===== config.mk =====
export PLATFORM = sky130hd
export DESIGN_NAME = pwmss_top
export DESIGN_NICKNAME = d
export VERILOG_FILES = /design/src/shared/pwmss_pkg.sv /design/src/logic/pwmss_sync.sv /design/src/logic/pwmss_edge_delay.sv /design/src/logic/pwmss_top.sv
export SDC_FILE = /design/constraint.sdc
export NUM_CORES = 2
export LEC_CHECK = 0
export BUFFER_PORTS_ARGS = -buffer_cell sky130_fd_sc_hd__buf_2
export CAP_MARGIN = 20
export CORE_ASPECT_RATIO = 0.7
export CORE_MARGIN = 1
export CORE_UTILIZATION = 65
export CTS_BUF_LIST = sky130_fd_sc_hd__clkbuf_16
export DETAILED_ROUTE_END_ITERATION = 10
export PLACE_DENSITY = 0.82
export RECOVER_POWER = 25
export SLEW_MARGIN = 0
export SYNTH_ARGS = -nofsm -noshare
export SYNTH_HDL_FRONTEND = slang
export SYNTH_SLANG_ARGS = --single-unit

===== constraint.sdc =====
create_clock -name core_clk_i -period 8.2 [get_ports core_clk_i]
set_input_delay 1.64 -clock core_clk_i [delete_from_list [all_inputs] [get_ports core_clk_i]]
set_output_delay 1.64 -clock core_clk_i [all_outputs]
set_load 0.01 [all_outputs]

===== src/shared/pwmss_pkg.sv =====
// Constants, register map and timing table for the PWM start/stop control block
//
// Notes on behaviour
// - Four byte-wide edge delay registers at consecutive locations, one per channel.
// - Delay registers reset to 0xac, 0x54, 0xac, 0x54.
// - Group channels stay idle after leaving shutdown, only while control bit D5 is zero.
// - Group bits D3..D0 mark channels 4..1; each resets to zero.
// - Entering or leaving shutdown, or a power-down change, runs the soft period.
// - Period code bits D4:D3 both zero skips the 50% interval.
// - Five-bit code picks 16.5 ms up to 13196.4 ms; default 01111 is 125.7 ms.
// - Interval lengths are approximate.
// - Control bit D6 one holds outputs in hard shutdown; zero starts playback.
package pwmss_pkg;

    localparam int ADDR_W = 8;
    localparam int IDX_W = 6;
    localparam int NCH = 4;

    // Register indices; byte address is four times the index
    localparam logic [IDX_W-1:0] IDX_SYS_CTRL2 = 6'h05;
    localparam logic [IDX_W-1:0] IDX_DLY_CH1 = 6'h11;
    localparam logic [IDX_W-1:0] IDX_DLY_CH2 = 6'h12;
    localparam logic [IDX_W-1:0] IDX_DLY_CH1_INV = 6'h13;
    localparam logic [IDX_W-1:0] IDX_DLY_CH2_INV = 6'h14;
    localparam logic [IDX_W-1:0] IDX_IDLE_GROUP = 6'h19;
    localparam logic [IDX_W-1:0] IDX_SOFT_PERIOD = 6'h1a;
    localparam logic [IDX_W-1:0] IDX_STATUS = 6'h3f;

    // Reset values
    localparam logic [7:0] RST_SYS_CTRL2 = 8'h40;
    localparam logic [7:0] RST_DLY_CH1 = 8'hac;
    localparam logic [7:0] RST_DLY_CH2 = 8'h54;
    localparam logic [7:0] RST_IDLE_GROUP = 8'h30;
    localparam logic [7:0] RST_SOFT_PERIOD = 8'h0f;

    // Field positions
    localparam int SC2_SHUTDOWN_BIT = 6;
    localparam int SC2_GROUP_OFF_BIT = 5;
    localparam int SSP_DISABLE_BIT = 7;
    localparam int SSP_CODE_MSB = 4;
    localparam int SSP_CODE_LSB = 0;
    localparam int DLY_VAL_MSB = 7;
    localparam int DLY_VAL_LSB = 2;
    localparam int GRP_MSB = 3;

    // Delay: (value + 32) * 4 delay-clock cycles, so -32 maps to the shortest tap
    localparam logic [7:0] DLY_BIAS = 8'h20;
    localparam int DLY_STEP_SHIFT = 2;
    localparam int DLY_LINE_LEN = 256;

    // Timing: interval table is held in tenths of a millisecond
    localparam int CLK_PERIOD_NS = 100;
    localparam int TENTH_MS_NS = 100000;
    localparam int TENTH_MS_CYCLES = TENTH_MS_NS / CLK_PERIOD_NS;
    localparam int TENTHS_W = 18;
    localparam logic [3:0] HALF_DUTY_CYCLES = 4'h8;

    typedef enum logic [3:0] {
        ST_OFF = 4'b0001,
        ST_START = 4'b0010,
        ST_RUN = 4'b0100,
        ST_STOP = 4'b1000
    } pwmss_state_t;

    // Interval in tenths of a millisecond for codes 01000..11111
    function automatic logic [TENTHS_W-1:0] pwmss_tenths(input logic [4:0] code);
        logic [TENTHS_W-1:0] t;
        t = 18'h00000;
        case (code)
            5'h08: t = 18'd165;
            5'h09: t = 18'd239;
            5'h0a: t = 18'd314;
            5'h0b: t = 18'd404;
            5'h0c: t = 18'd539;
            5'h0d: t = 18'd703;
            5'h0e: t = 18'd942;
            5'h0f: t = 18'd1257;
            5'h10: t = 18'd1646;
            5'h11: t = 18'd2394;
            5'h12: t = 18'd3142;
            5'h13: t = 18'd4039;
            5'h14: t = 18'd5386;
            5'h15: t = 18'd7031;
            5'h16: t = 18'd9425;
            5'h17: t = 18'd12566;
            5'h18: t = 18'd17281;
            5'h19: t = 18'd25136;
            5'h1a: t = 18'd32991;
            5'h1b: t = 18'd42417;
            5'h1c: t = 18'd56556;
            5'h1d: t = 18'd73837;
            5'h1e: t = 18'd98973;
            5'h1f: t = 18'd131964;
            default: t = 18'h00000;
        endcase
        return t;
    endfunction

endpackage


===== src/logic/pwmss_sync.sv =====
// Three-stage input synchroniser with agreement filter
`timescale 1ns/100ps
module pwmss_sync
    import pwmss_pkg::*;
(
    // Clock and control
    input wire logic core_clk_i,
    input wire logic rst_i,
    input wire logic ce_i,
    // Asynchronous input and filtered level
    input wire logic async_i,
    output logic level_o
);
    logic s1_reg;
    logic s2_reg;
    logic s3_reg;

    always_ff @(posedge core_clk_i)
    begin
        if (rst_i)
        begin
            s1_reg <= 1'b0;
            s2_reg <= 1'b0;
            s3_reg <= 1'b0;
        end
        else if (ce_i)
        begin
            s1_reg <= async_i;
            s2_reg <= s1_reg;
            s3_reg <= s2_reg;
        end
    end

    // Level changes once the second and third stages agree
    always_ff @(posedge core_clk_i)
    begin
        if (rst_i)
            level_o <= 1'b0;
        else if (ce_i && (s2_reg == s3_reg))
            level_o <= s3_reg;
    end
endmodule


===== src/logic/pwmss_edge_delay.sv =====
// Programmable edge delay line for one PWM channel
`timescale 1ns/100ps
module pwmss_edge_delay
    import pwmss_pkg::*;
(
    // Clock and control
    input wire logic core_clk_i,
    input wire logic rst_i,
    input wire logic ce_i,
    // Signed delay setting and signal
    input wire logic [7:0] setting_i,
    input wire logic pwm_i,
    output logic pwm_o
);
    logic [DLY_LINE_LEN-1:0] line_reg;
    logic [7:0] tap;

    // Signed value in D7:D2 biased so the most negative value is the shortest tap
    always_comb
    begin
        tap = 8'((8'({{2{setting_i[DLY_VAL_MSB]}}, setting_i[DLY_VAL_MSB:DLY_VAL_LSB]})
            + DLY_BIAS) << DLY_STEP_SHIFT);
    end

    always_ff @(posedge core_clk_i)
    begin
        if (rst_i)
            line_reg <= '0;
        else if (ce_i)
            line_reg <= {line_reg[DLY_LINE_LEN-2:0], pwm_i};
    end

    always_ff @(posedge core_clk_i)
    begin
        if (rst_i)
            pwm_o <= 1'b0;
        else if (ce_i)
            pwm_o <= line_reg[tap];
    end
endmodule


===== src/logic/pwmss_top.sv =====
// PWM channel start/stop control: registers, soft period timer and output gating
`timescale 1ns/100ps
module pwmss_top
    import pwmss_pkg::*;
#(
    parameter int TENTH_CYCLES = TENTH_MS_CYCLES
)
(
    // Clock, reset, clock enable
    input wire logic core_clk_i,
    input wire logic rst_i,
    input wire logic ce_i,
    // Avalon-MM slave
    input wire logic [ADDR_W-1:0] avs_address_i,
    input wire logic avs_read_i,
    input wire logic avs_write_i,
    input wire logic [31:0] avs_writedata_i,
    input wire logic [3:0] avs_byteenable_i,
    output logic [31:0] avs_readdata_o,
    output logic avs_waitrequest_o,
    // Power-down pin, asynchronous
    input wire logic power_down_input_i,
    // Modulator channels: ch1, ch2, ch1 inverted, ch2 inverted
    input wire logic [NCH-1:0] pwm_in_i,
    // Gated PWM outputs and per-channel drive
    output logic [NCH-1:0] pwm_out_o,
    output logic [NCH-1:0] pwm_active_o,
    output logic soft_ramp_busy_o
);
    logic [7:0] sys_ctrl2_reg;
    logic [7:0] dly_reg [NCH];
    logic [7:0] idle_group_reg;
    logic [7:0] soft_period_reg;
    logic wait_reg;
    logic [IDX_W-1:0] idx;
    logic aligned;
    logic wr_ok;
    logic pd_level;
    logic pd_seen_reg;
    logic pd_change;
    logic shutdown_req;
    logic [NCH-1:0] delayed;
    logic [NCH-1:0] idle_mask_reg;
    logic [NCH-1:0] idle_mask_next;
    pwmss_state_t state_reg;
    pwmss_state_t state_next;
    logic [TENTHS_W-1:0] tenths_reg;
    logic [15:0] pre_reg;
    logic period_on;
    logic [TENTHS_W-1:0] period_tenths;
    logic timer_done;
    logic [3:0] half_cnt_reg;
    logic fifty_reg;
    logic [31:0] rd_word;

    assign idx = avs_address_i[ADDR_W-1:2];
    assign aligned = (avs_address_i[1:0] == 2'b00);

    // Write takes effect at the edge where waitrequest is sampled low
    assign wr_ok = avs_write_i && !wait_reg && aligned && avs_byteenable_i[0];

    // One wait state on every access; waitrequest idles high
    always_ff @(posedge core_clk_i)
    begin
        if (rst_i)
            wait_reg <= 1'b1;
        else if (ce_i)
        begin
            if ((avs_read_i || avs_write_i) && wait_reg)
                wait_reg <= 1'b0;
            else
                wait_reg <= 1'b1;
        end
    end

    assign avs_waitrequest_o = wait_reg;

    // Read mux, unmapped addresses read as zero
    always_comb
    begin
        rd_word = 32'h0000_0000;
        if (aligned)
        begin
            case (idx)
                IDX_SYS_CTRL2: rd_word = {24'h000000, sys_ctrl2_reg};
                IDX_DLY_CH1: rd_word = {24'h000000, dly_reg[0]};
                IDX_DLY_CH2: rd_word = {24'h000000, dly_reg[1]};
                IDX_DLY_CH1_INV: rd_word = {24'h000000, dly_reg[2]};
                IDX_DLY_CH2_INV: rd_word = {24'h000000, dly_reg[3]};
                IDX_IDLE_GROUP: rd_word = {24'h000000, idle_group_reg};
                IDX_SOFT_PERIOD: rd_word = {24'h000000, soft_period_reg};
                IDX_STATUS: rd_word = {24'h000000, idle_mask_reg, state_reg};
                default: rd_word = 32'h0000_0000;
            endcase
        end
    end

    always_ff @(posedge core_clk_i)
    begin
        if (rst_i)
            avs_readdata_o <= 32'h0000_0000;
        else if (ce_i && avs_read_i && wait_reg)
            avs_readdata_o <= rd_word;
    end

    // Control register: D6 hard shutdown, D5 disables idle group
    always_ff @(posedge core_clk_i)
    begin
        if (rst_i)
            sys_ctrl2_reg <= RST_SYS_CTRL2;
        else if (ce_i && wr_ok && (idx == IDX_SYS_CTRL2))
            sys_ctrl2_reg <= avs_writedata_i[7:0];
    end

    // Edge delay registers at consecutive indices
    always_ff @(posedge core_clk_i)
    begin
        if (rst_i)
        begin
            dly_reg[0] <= RST_DLY_CH1;
            dly_reg[1] <= RST_DLY_CH2;
            dly_reg[2] <= RST_DLY_CH1;
            dly_reg[3] <= RST_DLY_CH2;
        end
        else if (ce_i && wr_ok)
        begin
            // Loaded by software, e.g. the three-state set, before leaving shutdown
            case (idx)
                IDX_DLY_CH1: dly_reg[0] <= avs_writedata_i[7:0];
                IDX_DLY_CH2: dly_reg[1] <= avs_writedata_i[7:0];
                IDX_DLY_CH1_INV: dly_reg[2] <= avs_writedata_i[7:0];
                IDX_DLY_CH2_INV: dly_reg[3] <= avs_writedata_i[7:0];
                default: ;
            endcase
        end
    end

    // Idle group register
    always_ff @(posedge core_clk_i)
    begin
        if (rst_i)
            idle_group_reg <= RST_IDLE_GROUP;
        else if (ce_i && wr_ok && (idx == IDX_IDLE_GROUP))
            idle_group_reg <= avs_writedata_i[7:0];
    end

    // Soft period register
    always_ff @(posedge core_clk_i)
    begin
        if (rst_i)
            soft_period_reg <= RST_SOFT_PERIOD;
        else if (ce_i && wr_ok && (idx == IDX_SOFT_PERIOD))
            soft_period_reg <= avs_writedata_i[7:0];
    end

    pwmss_sync u_pd_sync (
        .core_clk_i(core_clk_i),
        .rst_i(rst_i),
        .ce_i(ce_i),
        .async_i(power_down_input_i),
        .level_o(pd_level)
    );

    // Per-channel edge delay
    genvar g;
    generate
        for (g = 0; g < NCH; g++)
        begin : gen_delay
            pwmss_edge_delay u_delay (
                .core_clk_i(core_clk_i),
                .rst_i(rst_i),
                .ce_i(ce_i),
                .setting_i(dly_reg[g]),
                .pwm_i(pwm_in_i[g]),
                .pwm_o(delayed[g])
            );
        end
    endgenerate

    assign shutdown_req = sys_ctrl2_reg[SC2_SHUTDOWN_BIT] || pd_level;

    // Track power-down level so that a change during run starts a soft period
    always_ff @(posedge core_clk_i)
    begin
        if (rst_i)
        begin
            pd_seen_reg <= 1'b0;
        end
        else if (ce_i)
        begin
            pd_seen_reg <= pd_level;
        end
    end

    assign pd_change = (pd_seen_reg != pd_level);

    // Period selection: disabled timer or code D4:D3 = 00 gives no interval
    assign period_on = !soft_period_reg[SSP_DISABLE_BIT]
        && (soft_period_reg[SSP_CODE_MSB:SSP_CODE_MSB-1] != 2'b00);
    assign period_tenths = pwmss_tenths(soft_period_reg[SSP_CODE_MSB:SSP_CODE_LSB]);
    assign timer_done = (tenths_reg == '0);

    // Idle mask latched on leaving shutdown; D5 set releases every channel
    always_comb
    begin
        idle_mask_next = '0;
        if (!sys_ctrl2_reg[SC2_GROUP_OFF_BIT])
            idle_mask_next = idle_group_reg[GRP_MSB:0];
    end

    // Stop runs to its end even if shutdown is released meanwhile
    always_comb
    begin
        state_next = state_reg;
        case (state_reg)
            ST_OFF:
            begin
                if (!shutdown_req)
                    state_next = period_on ? ST_START : ST_RUN;
            end
            ST_START:
            begin
                if (shutdown_req)
                    state_next = period_on ? ST_STOP : ST_OFF;
                else if (timer_done)
                    state_next = ST_RUN;
            end
            ST_RUN:
            begin
                if (shutdown_req || pd_change)
                    state_next = period_on ? ST_STOP : ST_OFF;
            end
            ST_STOP:
            begin
                if (timer_done)
                    state_next = ST_OFF;
            end
            default: state_next = ST_OFF;
        endcase
    end

    always_ff @(posedge core_clk_i)
    begin
        if (rst_i)
            state_reg <= ST_OFF;
        else if (ce_i)
            state_reg <= state_next;
    end

    // Mask held for the whole start, run and stop sequence
    always_ff @(posedge core_clk_i)
    begin
        if (rst_i)
            idle_mask_reg <= '0;
        else if (ce_i && (state_reg == ST_OFF) && (state_next != ST_OFF))
            idle_mask_reg <= idle_mask_next;
    end

    // Soft timer: prescaler of one tenth ms, then count down the tenths
    // Reloaded on every state change; the count only matters in start and stop
    always_ff @(posedge core_clk_i)
    begin
        if (rst_i)
        begin
            tenths_reg <= '0;
            pre_reg <= '0;
        end
        else if (ce_i)
        begin
            if (state_next != state_reg)
            begin
                tenths_reg <= period_tenths;
                pre_reg <= '0;
            end
            else if (!timer_done)
            begin
                if (pre_reg == 16'(TENTH_CYCLES - 1))
                begin
                    pre_reg <= '0;
                    tenths_reg <= tenths_reg - 1'b1;
                end
                else
                    pre_reg <= pre_reg + 1'b1;
            end
        end
    end

    // Square wave used as the 50% duty output during the soft period
    // Free-running, so the first half period after a start may be short
    always_ff @(posedge core_clk_i)
    begin
        if (rst_i)
        begin
            half_cnt_reg <= '0;
            fifty_reg <= 1'b0;
        end
        else if (ce_i)
        begin
            if (half_cnt_reg == HALF_DUTY_CYCLES - 1'b1)
            begin
                half_cnt_reg <= '0;
                fifty_reg <= !fifty_reg;
            end
            else
                half_cnt_reg <= half_cnt_reg + 1'b1;
        end
    end

    // Output gating
    // Outputs follow the registered state, one cycle behind it
    always_ff @(posedge core_clk_i)
    begin
        if (rst_i)
        begin
            pwm_out_o <= '0;
            pwm_active_o <= '0;
            soft_ramp_busy_o <= 1'b0;
        end
        else if (ce_i)
        begin
            soft_ramp_busy_o <= (state_reg == ST_START) || (state_reg == ST_STOP);
            case (state_reg)
                ST_RUN:
                begin
                    pwm_active_o <= ~idle_mask_reg;
                    pwm_out_o <= delayed & ~idle_mask_reg;
                end
                ST_START, ST_STOP:
                begin
                    pwm_active_o <= ~idle_mask_reg;
                    pwm_out_o <= {NCH{fifty_reg}} & ~idle_mask_reg;
                end
                default:
                begin
                    pwm_active_o <= '0;
                    pwm_out_o <= '0;
                end
            endcase
        end
    end
endmodule


==> flow_summary.json <==
{
  "ys.flop_type": "dfxtp_1",
  "hold_class": "reg -> reg",
  "dieArea_um2": 70100,
  "postLayoutSetupSlackWorst_ns": 1.86,
  "finalHoldViolCount": 0,
  "ys_seq_area_share_pct": 52.4,
  "cts_setup_buffers": 0,
  "place_hpwl_um": 50600,
  "io_buffers": 44,
  "area_growth_pct": 7.91,
  "worstPathMaxFanout": 88,
  "ioPinCount": 96,
  "yosysWarningCount": 0,
  "setup_viol": 0,
  "synth-seq-cells": 1160,
  "crit_arrival_ns": 6.71,
  "grt-ovfl-total": 0,
  "place.gp.congestion": 0.884,
  "critical_path_class": "in -> reg",
  "insertion_delay_ns": 0.66,
  "grt_setup_unrepaired": "no",
  "critPathCaptureType": "register",
  "fin_area_um2": 48400,
  "via_per_inst": 5.66,
  "status": "finished with violations",
  "crit_path_start_kind": "input pin",
  "core_area_um2": 68200,
  "clock-root-buffer": "clkbuf_16",
  "htree_num_levels": 3,
  "grt_pass1_vias": 27100,
  "synthDistinctLibCells": 91,
  "async_flop_share_pct": 0,
  "fin_crit_ns": 6.34,
  "cts_tree": "yes",
  "max_freq_mhz": 158,
  "place_area_um2": 45300,
  "r2r_start": "avs_waitrequest_o",
  "wl_per_cell_um": 16.3,
  "max_slew_margin_pct": -187,
  "slew_viol_final": 412,
  "largest_reg_flops": 1012,
  "synth_top_cell_area_share_pct": 50.3,
  "start_util_pct": 65.8,
  "cts_buffers": 102,
  "drt_first_pass_iters": 10,
  "grt_max_degree": 225,
  "cts_hold_buffers": 0,
  "power.density_nw_per_um2": 225,
  "vdd.ir_drop.worst_uv": 196,
  "cts_buffer_depth": 3,
  "yosysMostFrequentCell": "dfxtp_1",
  "drt_iter0_markers": 2797,
  "worstHoldStart": "avs_readdata_o[1]",
  "violations": "max-capacitance violations, max-slew violations",
  "multiInputGateArea_um2": 20000,
  "cts.sinks": 1160,
  "yosys-top-cells-count": "dfxtp_1, nor2_1, mux2i_1, clkbuf_1, nand2_1",
  "antenna_found_initial": 2,
  "fin_skew_ns": 0.0179,
  "dr_total_vias": 29400,
  "fill_cells": 4953,
  "final-seq-area_um2": 23500,
  "drtAntennaViolNets": 0,
  "tightest_slew_ns": 4.31,
  "grt_pass1_wl_um": 139000,
  "drc": 0,
  "fp.dieW_um": 316,
  "grt_usage_pct": 23.8,
  "clk_pin_slew_ns": 0.06,
  "wl_um": 84700,
  "synth_edf_count": 32,
  "drive_above_1_share_pct": 6.67,
  "yosys-top-cells-area": "dfxtp_1, mux2i_1, nor2_1",
  "maxCapViolations": 6,
  "cts_resized": 0,
  "dp_slack_ns": 2.62,
  "min_period_over_period_pct": 77.3,
  "placementRows": 80,
  "crit_required_ns": 8.58,
  "leakage_nw": 20.7,
  "synth_top_area_cell": "dfxtp_1",
  "finalSetupTns_ns": 0,
  "die_height_um": 222,
  "cp-startpoint": "ce_i",
  "syn_inst": 4321,
  "synth.avg_cell_area_um2": 10.4,
  "finalNetCount": 4277,
  "syn-cell-area_um2": 44900
}
cell families after synthesis:
logic type | synth area share, %
simple gates | 13.4
flops | 52.4
mux | 26.4
buf+inv | 3.28
compound gates | 3.90
fa+ha+maj | 0.362
xor+xnor | 0.176
other cells | 0.00835
routing by layer:
layer  vias to the layer above  global-route usage, %  wire length, µm
met4                         0                   6.72             1830
met3                       143                   4.32             4990
li1                      14600                      -                -
met1                     14000                   35.3            40900
met2                       667                   35.3            37000
met5                         -                      0                0
worst paths after layout:
path | slack [ns] | cells past startpoint | endpoint
setup / recovery | 1.86 | 5 | gen_delay[1].u_delay.line_reg[35]
hold / removal | 0.46 | 2 | avs_readdata_o[1]
setup reg to reg | 4.34 | 9 | period_tenths[7]
hold reg to reg | 0.46 | 2 | avs_readdata_o[1]
critical path, stage by stage:
cell and delay [ns]:
buf_12 0.41, clkbuf_1 3.06, buf_4 1.13, mux2i_1 0.27, nor2_1 0.06
through the flow:
stage	power, W	cells	hold slack, ns	util (%)
global route	0.0113	5191	0.484	71.1
global placement	0.00645	5004	0.431	66.5
detailed placement	0.00646	5004	0.443	66.5
floorplan	0.00635	4344	0.436	-
CTS	0.0110	5185	0.457	71.0
finish	0.0109	5191	0.464	71.1
where the power goes:
group	total [W]	leakage, nW	switching [W]	internal, W
Clock	0.00453	1.60	0.00204	0.00250
Combinational	0.000647	9.75	0.000411	0.000237
Sequential	0.00571	9.37	0.0000297	0.00568
cell type report:
cell class / instances / share of cell area, %
clock inverters: 74 / 0.920
repair buffers: 79 / 1.13
clock buffers: 107 / 5.53
well taps: 902 / 2.33
diodes: 2 / 0.0103
multi-input cells: 2833 / 41.2
inverters: 34 / 0.263
flip-flops and latches: 1160 / 48.6
layout by cell type (no fill, tap or decap), drive strengths merged, types with 50 or more instances in the layout:
master	count
dfxtp	1128
nor2	1115
mux2i	1037
clkbuf	132
nand2	104
a21oi	65
mux4	64
nand3	58
buf	54
clkinv	51
inv	50
No activity file was read; power rests on OpenSTA's default activity.
